--- src/pbsp_regs.vh ---
// constants and command codes for the pci bus signal protocol block
// What this block does
// - first clock carries address, later clocks data
// - burst reads and writes under one address
// - address phase command on c_be lines
// - data phase byte enables, bit n lane n
// - parity even over ad, c_be, par
// - parity covers read data/enables only, not address/command
// - frame deasserted marks final phase or idle
// - phase completes when irdy and trdy asserted
// - wait whenever irdy and trdy not both
// - reads: trdy only with valid data
// - writes: trdy only when ready to accept
// - target stop asks master to end
// - devsel asserted after own address decode
// - configuration cycles select by idsel only
// - everything sampled on rising clock edge
// - reset floats outputs, clears logic, synchronised
// - names ending _n are active low
`ifndef PBSP_REGS_VH
`define PBSP_REGS_VH
`define PBSP_CMD_IO_RD   4'h2
`define PBSP_CMD_IO_WR   4'h3
`define PBSP_CMD_MEM_RD  4'h6
`define PBSP_CMD_MEM_WR  4'h7
`define PBSP_CMD_CFG_RD  4'hA
`define PBSP_CMD_CFG_WR  4'hB
`define PBSP_CMD_MRM     4'hC
`define PBSP_CMD_MRL     4'hE
`define PBSP_CMD_MWI     4'hF
`define PBSP_DEC_LSB     8
`define PBSP_CMD_WR_BIT  0
`define PBSP_ADDR_STEP   32'h4
`define PBSP_LANES       4
`endif

--- src/pbsp_parity.v ---
// registered even parity generator for the ad and c_be lines
`timescale 1ns/1ps
module pbsp_parity (
  input  wire        clk_sys_i,
  input  wire        resetn_i,
  input  wire [31:0] ad_i,
  input  wire [3:0]  cbe_i,
  input  wire        en_i,
  output reg         par_o,
  output reg         par_oe_o
);
  // ---------------------------------------------
  // parity one clock behind its data
  // ---------------------------------------------
  always @(posedge clk_sys_i or negedge resetn_i) begin
    if (!resetn_i) begin
      par_o    <= 1'b0;
      par_oe_o <= 1'b0;
    end else begin
      par_o    <= ^{ad_i, cbe_i};
      par_oe_o <= en_i;
    end
  end
endmodule // pbsp_parity

--- src/pbsp_target.v ---
// pci target side: decode, handshake, data transfer to user side
`timescale 1ns/1ps
`include "pbsp_regs.vh"
module pbsp_target #(
  parameter BASE_W = 24
) (
  input  wire              clk_sys_i,
  input  wire              resetn_i,
  input  wire [31:0]       ad_i,
  output reg  [31:0]       ad_o,
  output reg               ad_oe_o,
  input  wire [3:0]        cbe_n_i,
  output wire              par_o,
  output wire              par_oe_o,
  input  wire              frame_n_i,
  input  wire              irdy_n_i,
  output reg               trdy_n_o,
  output reg               stop_n_o,
  output reg               devsel_n_o,
  output reg               ctl_oe_o,
  input  wire              idsel_i,
  input  wire [BASE_W-1:0] base_i,
  output reg  [31:0]       usr_addr_o,
  output reg  [3:0]        usr_cmd_o,
  output reg               usr_cfg_o,
  output reg               usr_wr_o,
  output reg  [31:0]       usr_wdata_o,
  output reg  [3:0]        usr_be_o,
  output wire              usr_req_o,
  input  wire              usr_ack_i,
  input  wire [31:0]       usr_rdata_i,
  input  wire              usr_stop_i
);
  // ---------------------------------------------
  // reset release synchroniser
  // ---------------------------------------------
  // asserts at once, releases on the second rising edge
  reg        rst_meta_q;
  reg        rst_sync_q;
  wire       rst_n = rst_sync_q;

  always @(posedge clk_sys_i or negedge resetn_i) begin
    if (!resetn_i) begin
      rst_meta_q <= 1'b0;
      rst_sync_q <= 1'b0;
    end else begin
      rst_meta_q <= 1'b1;
      rst_sync_q <= rst_meta_q;
    end
  end

  // ---------------------------------------------
  // states
  // ---------------------------------------------
  localparam [4:0] ST_IDLE = 5'h01;
  localparam [4:0] ST_DATA = 5'h02;
  localparam [4:0] ST_TURN = 5'h04;
  localparam [4:0] ST_SKIP = 5'h08;
  localparam [4:0] ST_BKOF = 5'h10;

  reg  [4:0] st_q;
  reg        frame_q;
  reg        rdv_q;
  wire [3:0] be_act;

  // ---------------------------------------------
  // decode
  // ---------------------------------------------
  localparam DEC_LSB = 32 - BASE_W;

  wire       frame   = ~frame_n_i;
  wire       irdy    = ~irdy_n_i;
  wire       start   = frame & ~frame_q;
  wire [3:0] cmd     = cbe_n_i;
  wire       is_cfg  = (cmd == `PBSP_CMD_CFG_RD) |
                       (cmd == `PBSP_CMD_CFG_WR);
  wire       is_mem  = (cmd == `PBSP_CMD_MEM_RD) |
                       (cmd == `PBSP_CMD_MEM_WR) |
                       (cmd == `PBSP_CMD_MRM) |
                       (cmd == `PBSP_CMD_MRL) |
                       (cmd == `PBSP_CMD_MWI);
  wire       hit_mem = is_mem & (ad_i[31:DEC_LSB] == base_i);
  wire       hit_cfg = is_cfg & idsel_i;
  wire       done    = (st_q == ST_DATA) & irdy & ~trdy_n_o;
  wire       rd_ok   = ~usr_wr_o & rdv_q;
  wire       wr_ok   = usr_wr_o & irdy;

  // ---------------------------------------------
  // byte lane enables, active high
  // ---------------------------------------------
  genvar g;
  generate
    for (g = 0; g < `PBSP_LANES; g = g + 1) begin : g_lane
      assign be_act[g] = ~cbe_n_i[g];
    end
  endgenerate

  // ---------------------------------------------
  // frame edge detect
  // ---------------------------------------------
  always @(posedge clk_sys_i or negedge rst_n) begin
    if (!rst_n)
      frame_q <= 1'b0;
    else
      frame_q <= frame;
  end

  // ---------------------------------------------
  // user request
  // ---------------------------------------------
  // write needs master data, read needs a free slot
  assign usr_req_o = (st_q == ST_DATA) & trdy_n_o & stop_n_o &
                     (usr_wr_o ? irdy : ~rdv_q);

  // ---------------------------------------------
  // parity
  // ---------------------------------------------
  pbsp_parity u_par (
    .clk_sys_i (clk_sys_i),
    .resetn_i  (rst_n),
    .ad_i      (ad_o),
    .cbe_i     (cbe_n_i),
    .en_i      (ad_oe_o),
    .par_o     (par_o),
    .par_oe_o  (par_oe_o)
  );

  // ---------------------------------------------
  // sequencer
  // ---------------------------------------------
  always @(posedge clk_sys_i or negedge rst_n) begin
    if (!rst_n) begin
      st_q        <= ST_IDLE;
      rdv_q       <= 1'b0;
      ad_o        <= 32'h0;
      ad_oe_o     <= 1'b0;
      trdy_n_o    <= 1'b1;
      stop_n_o    <= 1'b1;
      devsel_n_o  <= 1'b1;
      ctl_oe_o    <= 1'b0;
      usr_addr_o  <= 32'h0;
      usr_cmd_o   <= 4'h0;
      usr_cfg_o   <= 1'b0;
      usr_wr_o    <= 1'b0;
      usr_wdata_o <= 32'h0;
      usr_be_o    <= 4'h0;
    end else begin
      case (st_q)
        ST_IDLE: begin
          if (start & (hit_mem | hit_cfg)) begin
            usr_addr_o <= ad_i;
            usr_cmd_o  <= cmd;
            usr_cfg_o  <= is_cfg;
            usr_wr_o   <= cmd[`PBSP_CMD_WR_BIT];
            devsel_n_o <= 1'b0;
            ctl_oe_o   <= 1'b1;
            ad_oe_o    <= ~cmd[`PBSP_CMD_WR_BIT];
            rdv_q      <= 1'b0;
            st_q       <= ST_DATA;
          end else if (start) begin
            st_q <= ST_SKIP;
          end
        end
        ST_DATA: begin
          if (done) begin
            trdy_n_o <= 1'b1;
            rdv_q    <= 1'b0;
            if (usr_wr_o) begin
              usr_wdata_o <= ad_i;
              usr_be_o    <= be_act;
            end
            if (!frame) begin
              devsel_n_o <= 1'b1;
              stop_n_o   <= 1'b1;
              ad_oe_o    <= 1'b0;
              st_q       <= ST_TURN;
            end else begin
              usr_addr_o <= usr_addr_o + `PBSP_ADDR_STEP;
            end
          end else if (!stop_n_o) begin
            trdy_n_o <= 1'b1;
            if (!frame) begin
              devsel_n_o <= 1'b1;
              stop_n_o   <= 1'b1;
              ad_oe_o    <= 1'b0;
              st_q       <= ST_TURN;
            end
          end else if (usr_stop_i & trdy_n_o) begin
            stop_n_o <= 1'b0;
          end else if (usr_req_o & usr_ack_i) begin
            if (!usr_wr_o) begin
              ad_o  <= usr_rdata_i;
              rdv_q <= 1'b1;
            end
            if (usr_wr_o)
              usr_be_o <= be_act;
            trdy_n_o <= ~(usr_wr_o ? wr_ok : 1'b1);
          end
        end
        ST_TURN: begin
          // one turnaround clock before letting go of the control lines
          ctl_oe_o <= 1'b0;
          st_q     <= ST_IDLE;
        end
        ST_SKIP: begin
          // another agent's cycle: wait for an idle bus
          if (!frame & !irdy)
            st_q <= ST_IDLE;
        end
        ST_BKOF: begin
          st_q <= ST_IDLE;
        end
        default: begin
          st_q <= ST_IDLE;
        end
      endcase
      if (!usr_wr_o & rd_ok & (st_q == ST_DATA) & trdy_n_o & stop_n_o)
        trdy_n_o <= 1'b0;
    end
  end
endmodule // pbsp_target

--- config.mk ---
export PLATFORM = sky130hd
export DESIGN_NAME = pbsp_target
export DESIGN_NICKNAME = d
export VERILOG_FILES = /design/src/pbsp_parity.v /design/src/pbsp_target.v
export VERILOG_INCLUDE_DIRS = /design/src
export SDC_FILE = /design/constraint.sdc
export NUM_CORES = 1
export LEC_CHECK = 0
export ABC_CLOCK_PERIOD_IN_PS = 4500
export BUFFER_PORTS_ARGS = -buffer_cell sky130_fd_sc_hd__buf_2
export CAP_MARGIN = 30
export CORE_MARGIN = 2
export CORE_UTILIZATION = 25
export DETAILED_ROUTE_END_ITERATION = 10
export SLEW_MARGIN = 10
export SYNTH_ARGS = -nofsm -noshare
export SYNTH_HDL_FRONTEND = slang
export SYNTH_SLANG_ARGS = --single-unit
--- constraint.sdc ---
create_clock -name clk_sys_i -period 4.5 [get_ports clk_sys_i]
set_input_delay 0.9 -clock clk_sys_i [delete_from_list [all_inputs] [get_ports clk_sys_i]]
set_output_delay 0.9 -clock clk_sys_i [all_outputs]
set_load 0.05 [all_outputs]
After elaboration in Yosys (flattened, before gate mapping)
Index checks and enable logic that the tools add are counted.
{"block": "word_totals", "ff_bits": 122, "latchBits": 0, "mem_bits_rw": 0, "rom_bits": 0, "inputBits": 99, "out_inout_bits": 114, "elab_cells": 148, "n_memories": 0}
{"block": "classes", "n_addsub": 1, "n_mul": 0, "div": 0, "magnitude_cmp": 0, "n_eq_ne": 26, "n_shift": 0, "muxes": 47, "bitwise": 37, "reduce_logical": 18}
{"operator": "32-bit two-way mux", "n": 3}
{"operator": "32-bit case mux with 2 select lines", "n": 1}
{"operator": "36-bit parity", "n": 1}
{"operator": "32-bit by 3-bit adder with 32-bit output, second input constant", "n": 1}
{"operator": "5-bit two-way mux", "n": 6}
{"operator": "1-bit two-way mux", "n": 27}
{"operator": "24-bit equality test", "n": 1}
{"operator": "4-bit equality test, second input constant", "n": 5}
{"operator": "4-bit two-way mux", "n": 5}
{"operator": "1-bit AND", "n": 18}
{"operator": "3-bit != test, second input constant", "n": 6}
{"operator": "5-bit case mux with 3 select lines", "n": 1}
{"operator": "1-bit inverter", "n": 13}
{"operator": "2-bit != test, second input constant", "n": 6}
{"operator": "3-bit AND reduction", "n": 4}
{"operator": "6-bit AND reduction", "n": 2}
{"operator": "2-bit nonzero test", "n": 5}
{"operator": "4-bit by 3-bit equality test with 1-bit output, second input constant", "n": 2}
{"operator": "1-bit case mux with 2 select lines", "n": 4}
{"operator": "4-bit AND reduction", "n": 2}
{"operator": "1-bit bitwise OR", "n": 6}
{"operator": "2-bit AND reduction", "n": 3}
{"operator": "5-bit by 1-bit equality test with 1-bit output, second input constant", "n": 1}
{"operator": "5-bit by 2-bit equality test with 1-bit output, second input constant", "n": 1}
{"operator": "other kinds (5)", "n": 5}

Logic depth before layout (Yosys ltp)
{"block": "depth", "ltp_word": 11, "mapped_depth": 10, "depth_no_buf": 8}

By module
From an unflattened synthesis, not the netlist that was laid out.
{"block": "unflattened", "cells_unflattened": 538, "area_unflattened_um2": 5974.5}
{"mod": "pbsp_target", "n_inst": 1, "cells_each": 502, "area_per_inst_um2": 5612.9, "seq_area_each_um2": 2957.8}
{"mod": "pbsp_parity", "n_inst": 1, "cells_each": 36, "area_per_inst_um2": 361.6, "seq_area_each_um2": 50.0}

Worst setup path after synthesis
OpenSTA, ideal clock, no wires.
{"block": "synth_timing", "path_type": "input -> register", "from": "input irdy_n_i", "to": "register usr_addr_o[29]", "setup_ns": 0.120, "arrival_time_ns": 2.796, "required_time_ns": 4.380, "slack_ns": 1.584, "stages": 6, "path_buffers": 1, "cell_sequence": "or2_4 or4_1 buf_2 or4_4 or3_1 o211a_1"}
{"block": "synth_between", "elab_chain_cells": 5}
{"element": "from (decl)", "line": "pbsp_target.v:16", "rtl": "input wire irdy_n_i,"}
{"element": "1-bit inverter", "line": "pbsp_target.v:72", "rtl": "wire irdy = ~irdy_n_i;"}
{"element": "1-bit AND (2 in series)", "line": "pbsp_target.v:84", "rtl": "wire done = (st_q == ST_DATA) & irdy & ~trdy_n_o;"}
{"element": "2-bit != test (no line)"}
{"element": "4-bit AND reduction (no line)"}
{"element": "to (signal assigned)", "line": "pbsp_target.v:151", "rtl": "usr_addr_o <= ad_i;"}
{"element": "to (signal assigned)", "line": "pbsp_target.v:178", "rtl": "usr_addr_o <= usr_addr_o + `PBSP_ADDR_STEP;"}
{"element": "to (decl)", "line": "pbsp_target.v:23", "rtl": "output reg [31:0] usr_addr_o,"}
No other way between the ends.
A chain may end at the register's enable or synchronous reset.

Worst setup path in the final report
{"block": "layout_timing", "from": "input cbe_n_i[0]", "to": "register usr_cfg_o"}
{"block": "layout_between", "elab_chain_cells": 9, "word_cells_on_any_way": 17, "cone_classes": "eq/ne: 7; bitwise: 9; reduce/logical: 1"}
{"element": "from (decl)", "line": "pbsp_target.v:12", "rtl": "input wire [3:0] cbe_n_i,"}
{"element": "4-bit by 3-bit equality test with 1-bit output (no line)"}
{"element": "1-bit bitwise OR (4 in series)", "line": "pbsp_target.v:77", "rtl": "wire is_mem = (cmd == `PBSP_CMD_MEM_RD) |"}
{"element": "1-bit AND", "line": "pbsp_target.v:82", "rtl": "wire hit_mem = is_mem & (ad_i[31:DEC_LSB] == base_i);"}
{"element": "1-bit bitwise OR", "line": "pbsp_target.v:150", "rtl": "if (start & (hit_mem | hit_cfg)) begin"}
{"element": "1-bit AND", "line": "pbsp_target.v:150"}
{"element": "2-bit AND reduction (no line)"}
{"element": "to (signal assigned)", "line": "pbsp_target.v:153", "rtl": "usr_cfg_o <= is_cfg;"}
{"element": "to (decl)", "line": "pbsp_target.v:25", "rtl": "output reg usr_cfg_o,"}
Several ways; a longest one is shown, not always the timed one.

==> impl_metrics.toml <==
[logic_synthesis]
yosysMostFrequentCell = "dfrtp_1"
ys_ff_latch = 120
yosysUniqueCellTypes = 55
netlist_area_um2 = 5891
async_reset_ff_share_pct = 100.0
synth_area_per_cell_um2 = 11.33
synth-edff-count = 0
synth_cells = 520
synth_commonest_cells = "116 x dfrtp_1, 65 x mux2_2, 44 x xnor2_1"
synth_area_leaders = "dfrtp_1 49%, mux2_2 12%, xnor2_1 6.5%, o21ai_0 2.4%, xor2_1 1.9%"
synth_area_leader_cell = "dfrtp_1"
syn_nets = 626
synth_top_area_share_pct = 49.28
yosysWarnings = 0
synth_seq_area_share_pct = 51.06
ys.flop_type = "dfrtp_1"

[worst_setup_path]
slowest_stage = "nor4_1"
worstPathArrival_ns = 3.61
worstSetupPathType = "primary input to flip-flop"
regToRegEndpoint = "usr_addr_o[28]$_DFFE_PN0P_"
path_cells = "buf_2 -> inv_1 -> ha_1 -> a211oi_1 -> nor4_1 -> nand3_1 -> o21a_1 -> nor2_1 -> mux2_2"
setup.worst_path.start = "cbe_n_i[0]"
reg2reg_from = "st_q[3]$_DFFE_PN0P_"
crit_required_ns = 4.80
r2r_setup_slack_ns = 1.74
cp_slowest_stage_delay_ns = 0.65
path_buf_inv = 2
reg2reg_depth = 5
cp-start-kind = "primary input"
path_delay_family = "simple AND/OR/NAND/NOR gates"
end_kind = "flip-flop"
path_max_fanout = 13

[pwr]
p_switching_uw = 1169
powerDensity_nw_per_um2 = 446.6
swShare_pct = 32.67
p_clk_share_pct = 43.8
vdd_ir_drop_max_mv = 0.2172
comb_power_share_pct = 20.0
intPower_uw = 2411
leakagePower_uw = 0.003952
p_seq_share_pct = 36.2
p_total_uw = 3580

[route]
first_pass_iters = 5
postRouteAntennaNets = 0
avgViaCountPerCell = 4.628
routed_wl_um = 18490
vias = 4947
drc = 0
wire_per_inst_um = 17.30
first_iter_violations = 286

[timing]
max_freq_ghz = 0.3014
relSlewSlack_pct = 29.81
hold_ws_ns = 0.2629
setup_viol = 0
worstMarginPinSlew_ns = 1.043
fin_crit_ns = 3.318
finalWorstSetupSlack_ns = 1.182
fin_skew_ns = 0.008696
period_share_pct = 73.73
drv_slew = 0
hold_viol = 0
tns_ns = 0
rsz0062_at_grt = "false"

[floorplan]
die_w_um = 157.5
io_pins = 213
die_h_um = 157.5
die_area_um2 = 24810
core_um2 = 23330
initial_core_util_pct = 25.25
rows = 56

[clock_tree]
post-cts-setup-buffer-count = 0
h-tree-depth = 4
cts_root_buf = "clkbuf_16"
tritoncts.num_buffers = 17
hold_buffers = 0
cts_tree = "yes"
clock_sinks = 120
post_cts_resized = 0
clk_latency_ns = 0.42
clock_path_buffers = 2
clkTransAtPathRegs_ns = 0.06

[layout]
multi_input_area_um2 = 2720
nFillCells = 2408
nets = 842
drive_gt1_share_pct = 44.99
instances_no_fill = 1069
area_delta_synth_final_pct = 36.09
register_area_um2 = 3012

[flow_run]
max_cap_viol_count = 0

[run_status]
run_status = "finished, final reports clean"

[worst_hold_path]
hp-class = "primary input to asynchronous set/reset pin"

[grt]
antenna_found_initial = 1
grt_max_degree = 51
grt.total_usage_pct = 15.24
grt-ovfl-total = 0
grt_pass1_vias = 4986
grt_pass1_wl_um = 28590

[placement]
portBuffers = 212
gp_congestion = 0.8168
place_ws_ns = 0.5527
placed_cells = 1036
place_hpwl_um = 14060
## worst max-delay path by stage
stage	to	depth (start not counted)	slack (ns)
2_1_floorplan	ad_o[0]$_DFFE_PN0P_	0	0.92
3_3_place_gp	usr_addr_o[20]$_DFFE_PN0P_	9	0.54
3_5_place_dp	usr_addr_o[18]$_DFFE_PN0P_	11	0.55
4_1_cts	usr_addr_o[18]$_DFFE_PN0P_	11	1.0
5_1_grt	usr_addr_o[20]$_DFFE_PN0P_	9	0.93
6_report	usr_cfg_o$_DFFE_PN0P_	9	1.18
## worst register-to-register path, cell delays in order, from the launching register on
cell     delay (ns)
dfrtp_1        0.43
or4b_2         0.89
nor4_1         0.94
nand3_1        0.17
o31ai_1        0.12
a21oi_1        0.08
## cell type report
type	instances	share of cell area (%)
Antenna cell	1	0.03122
Clock inverter	14	3.059
Tap cell	319	4.979
Sequential cell	120	37.57
Multi-Input combinational cell	358	33.93
Clock buffer	18	5.354
Timing Repair Buffer	221	14.23
Inverter	18	0.8428
## layout by cell type, fill, tap and decap left out, types with 14 or more instances in the layout
master	count
nand2_1	26
clkbuf_16	17
mux2_2	65
nand3_1	14
xnor2_1	44
nor2_1	17
inv_1	18
a21oi_1	21
dfrtp_1	115
buf_2	212
o21ai_0	28
## power groups by stage
stage / registers, µW / clock network, µW / logic (µW)
global route: 1320 / 1660 / 765
global placement: 1310 / 0 / 715
finish: 1300 / 1570 / 714
detailed placement: 1310 / 0 / 719
CTS: 1290 / 1600 / 722
floorplan: 1590 / 0 / 185
## through the flow
step	instance area (µm²)	util, %
floorplan	5891	-
global placement	7320	31.37
detailed placement	7340	31.46
CTS	8014	34.35
global route	8016	34.36
finish	8016	34.36
## logic make-up (layout without fill, tap and decap cells)
| logic type | after synthesis | after routing | share of synthesized area, % |
|---|---|---|---|
| AND/OR/NAND/NOR | 115 | 115 | 10.41 |
| adder cells (fa/ha/maj) | 7 | 7 | 1.487 |
| buffers and inverters | 42 | 271 | 2.846 |
| other | 1 | 2 | 0.06366 |
| AO/OA/AOI/OAI | 112 | 112 | 13.06 |
| flip-flops | 120 | 120 | 51.06 |
| multiplexers | 66 | 66 | 12.60 |
| XOR/XNOR | 57 | 57 | 8.475 |
## flip-flops by register name, summed over array words and instances, names as in the netlist, 4 cells and up
| signal | count |
|---|---|
| ad_o | 32 |
| usr_addr_o | 32 |
| usr_wdata_o | 32 |
| st_q | 4 |
| usr_be_o | 4 |
| usr_cmd_o | 4 |
## layer usage
| metal | up-vias | routed length (µm) | track usage [%] |
|---|---|---|---|
| met5 | - | 0 | 0 |
| met4 | 0 | 198 | 3.983 |
| met3 | 15 | 1566 | 5.644 |
| met2 | 179 | 8899 | 24.45 |
| met1 | 2401 | 7825 | 19.35 |
| li1 | 2352 | - | - |
(Power assumes the default switching activity.)
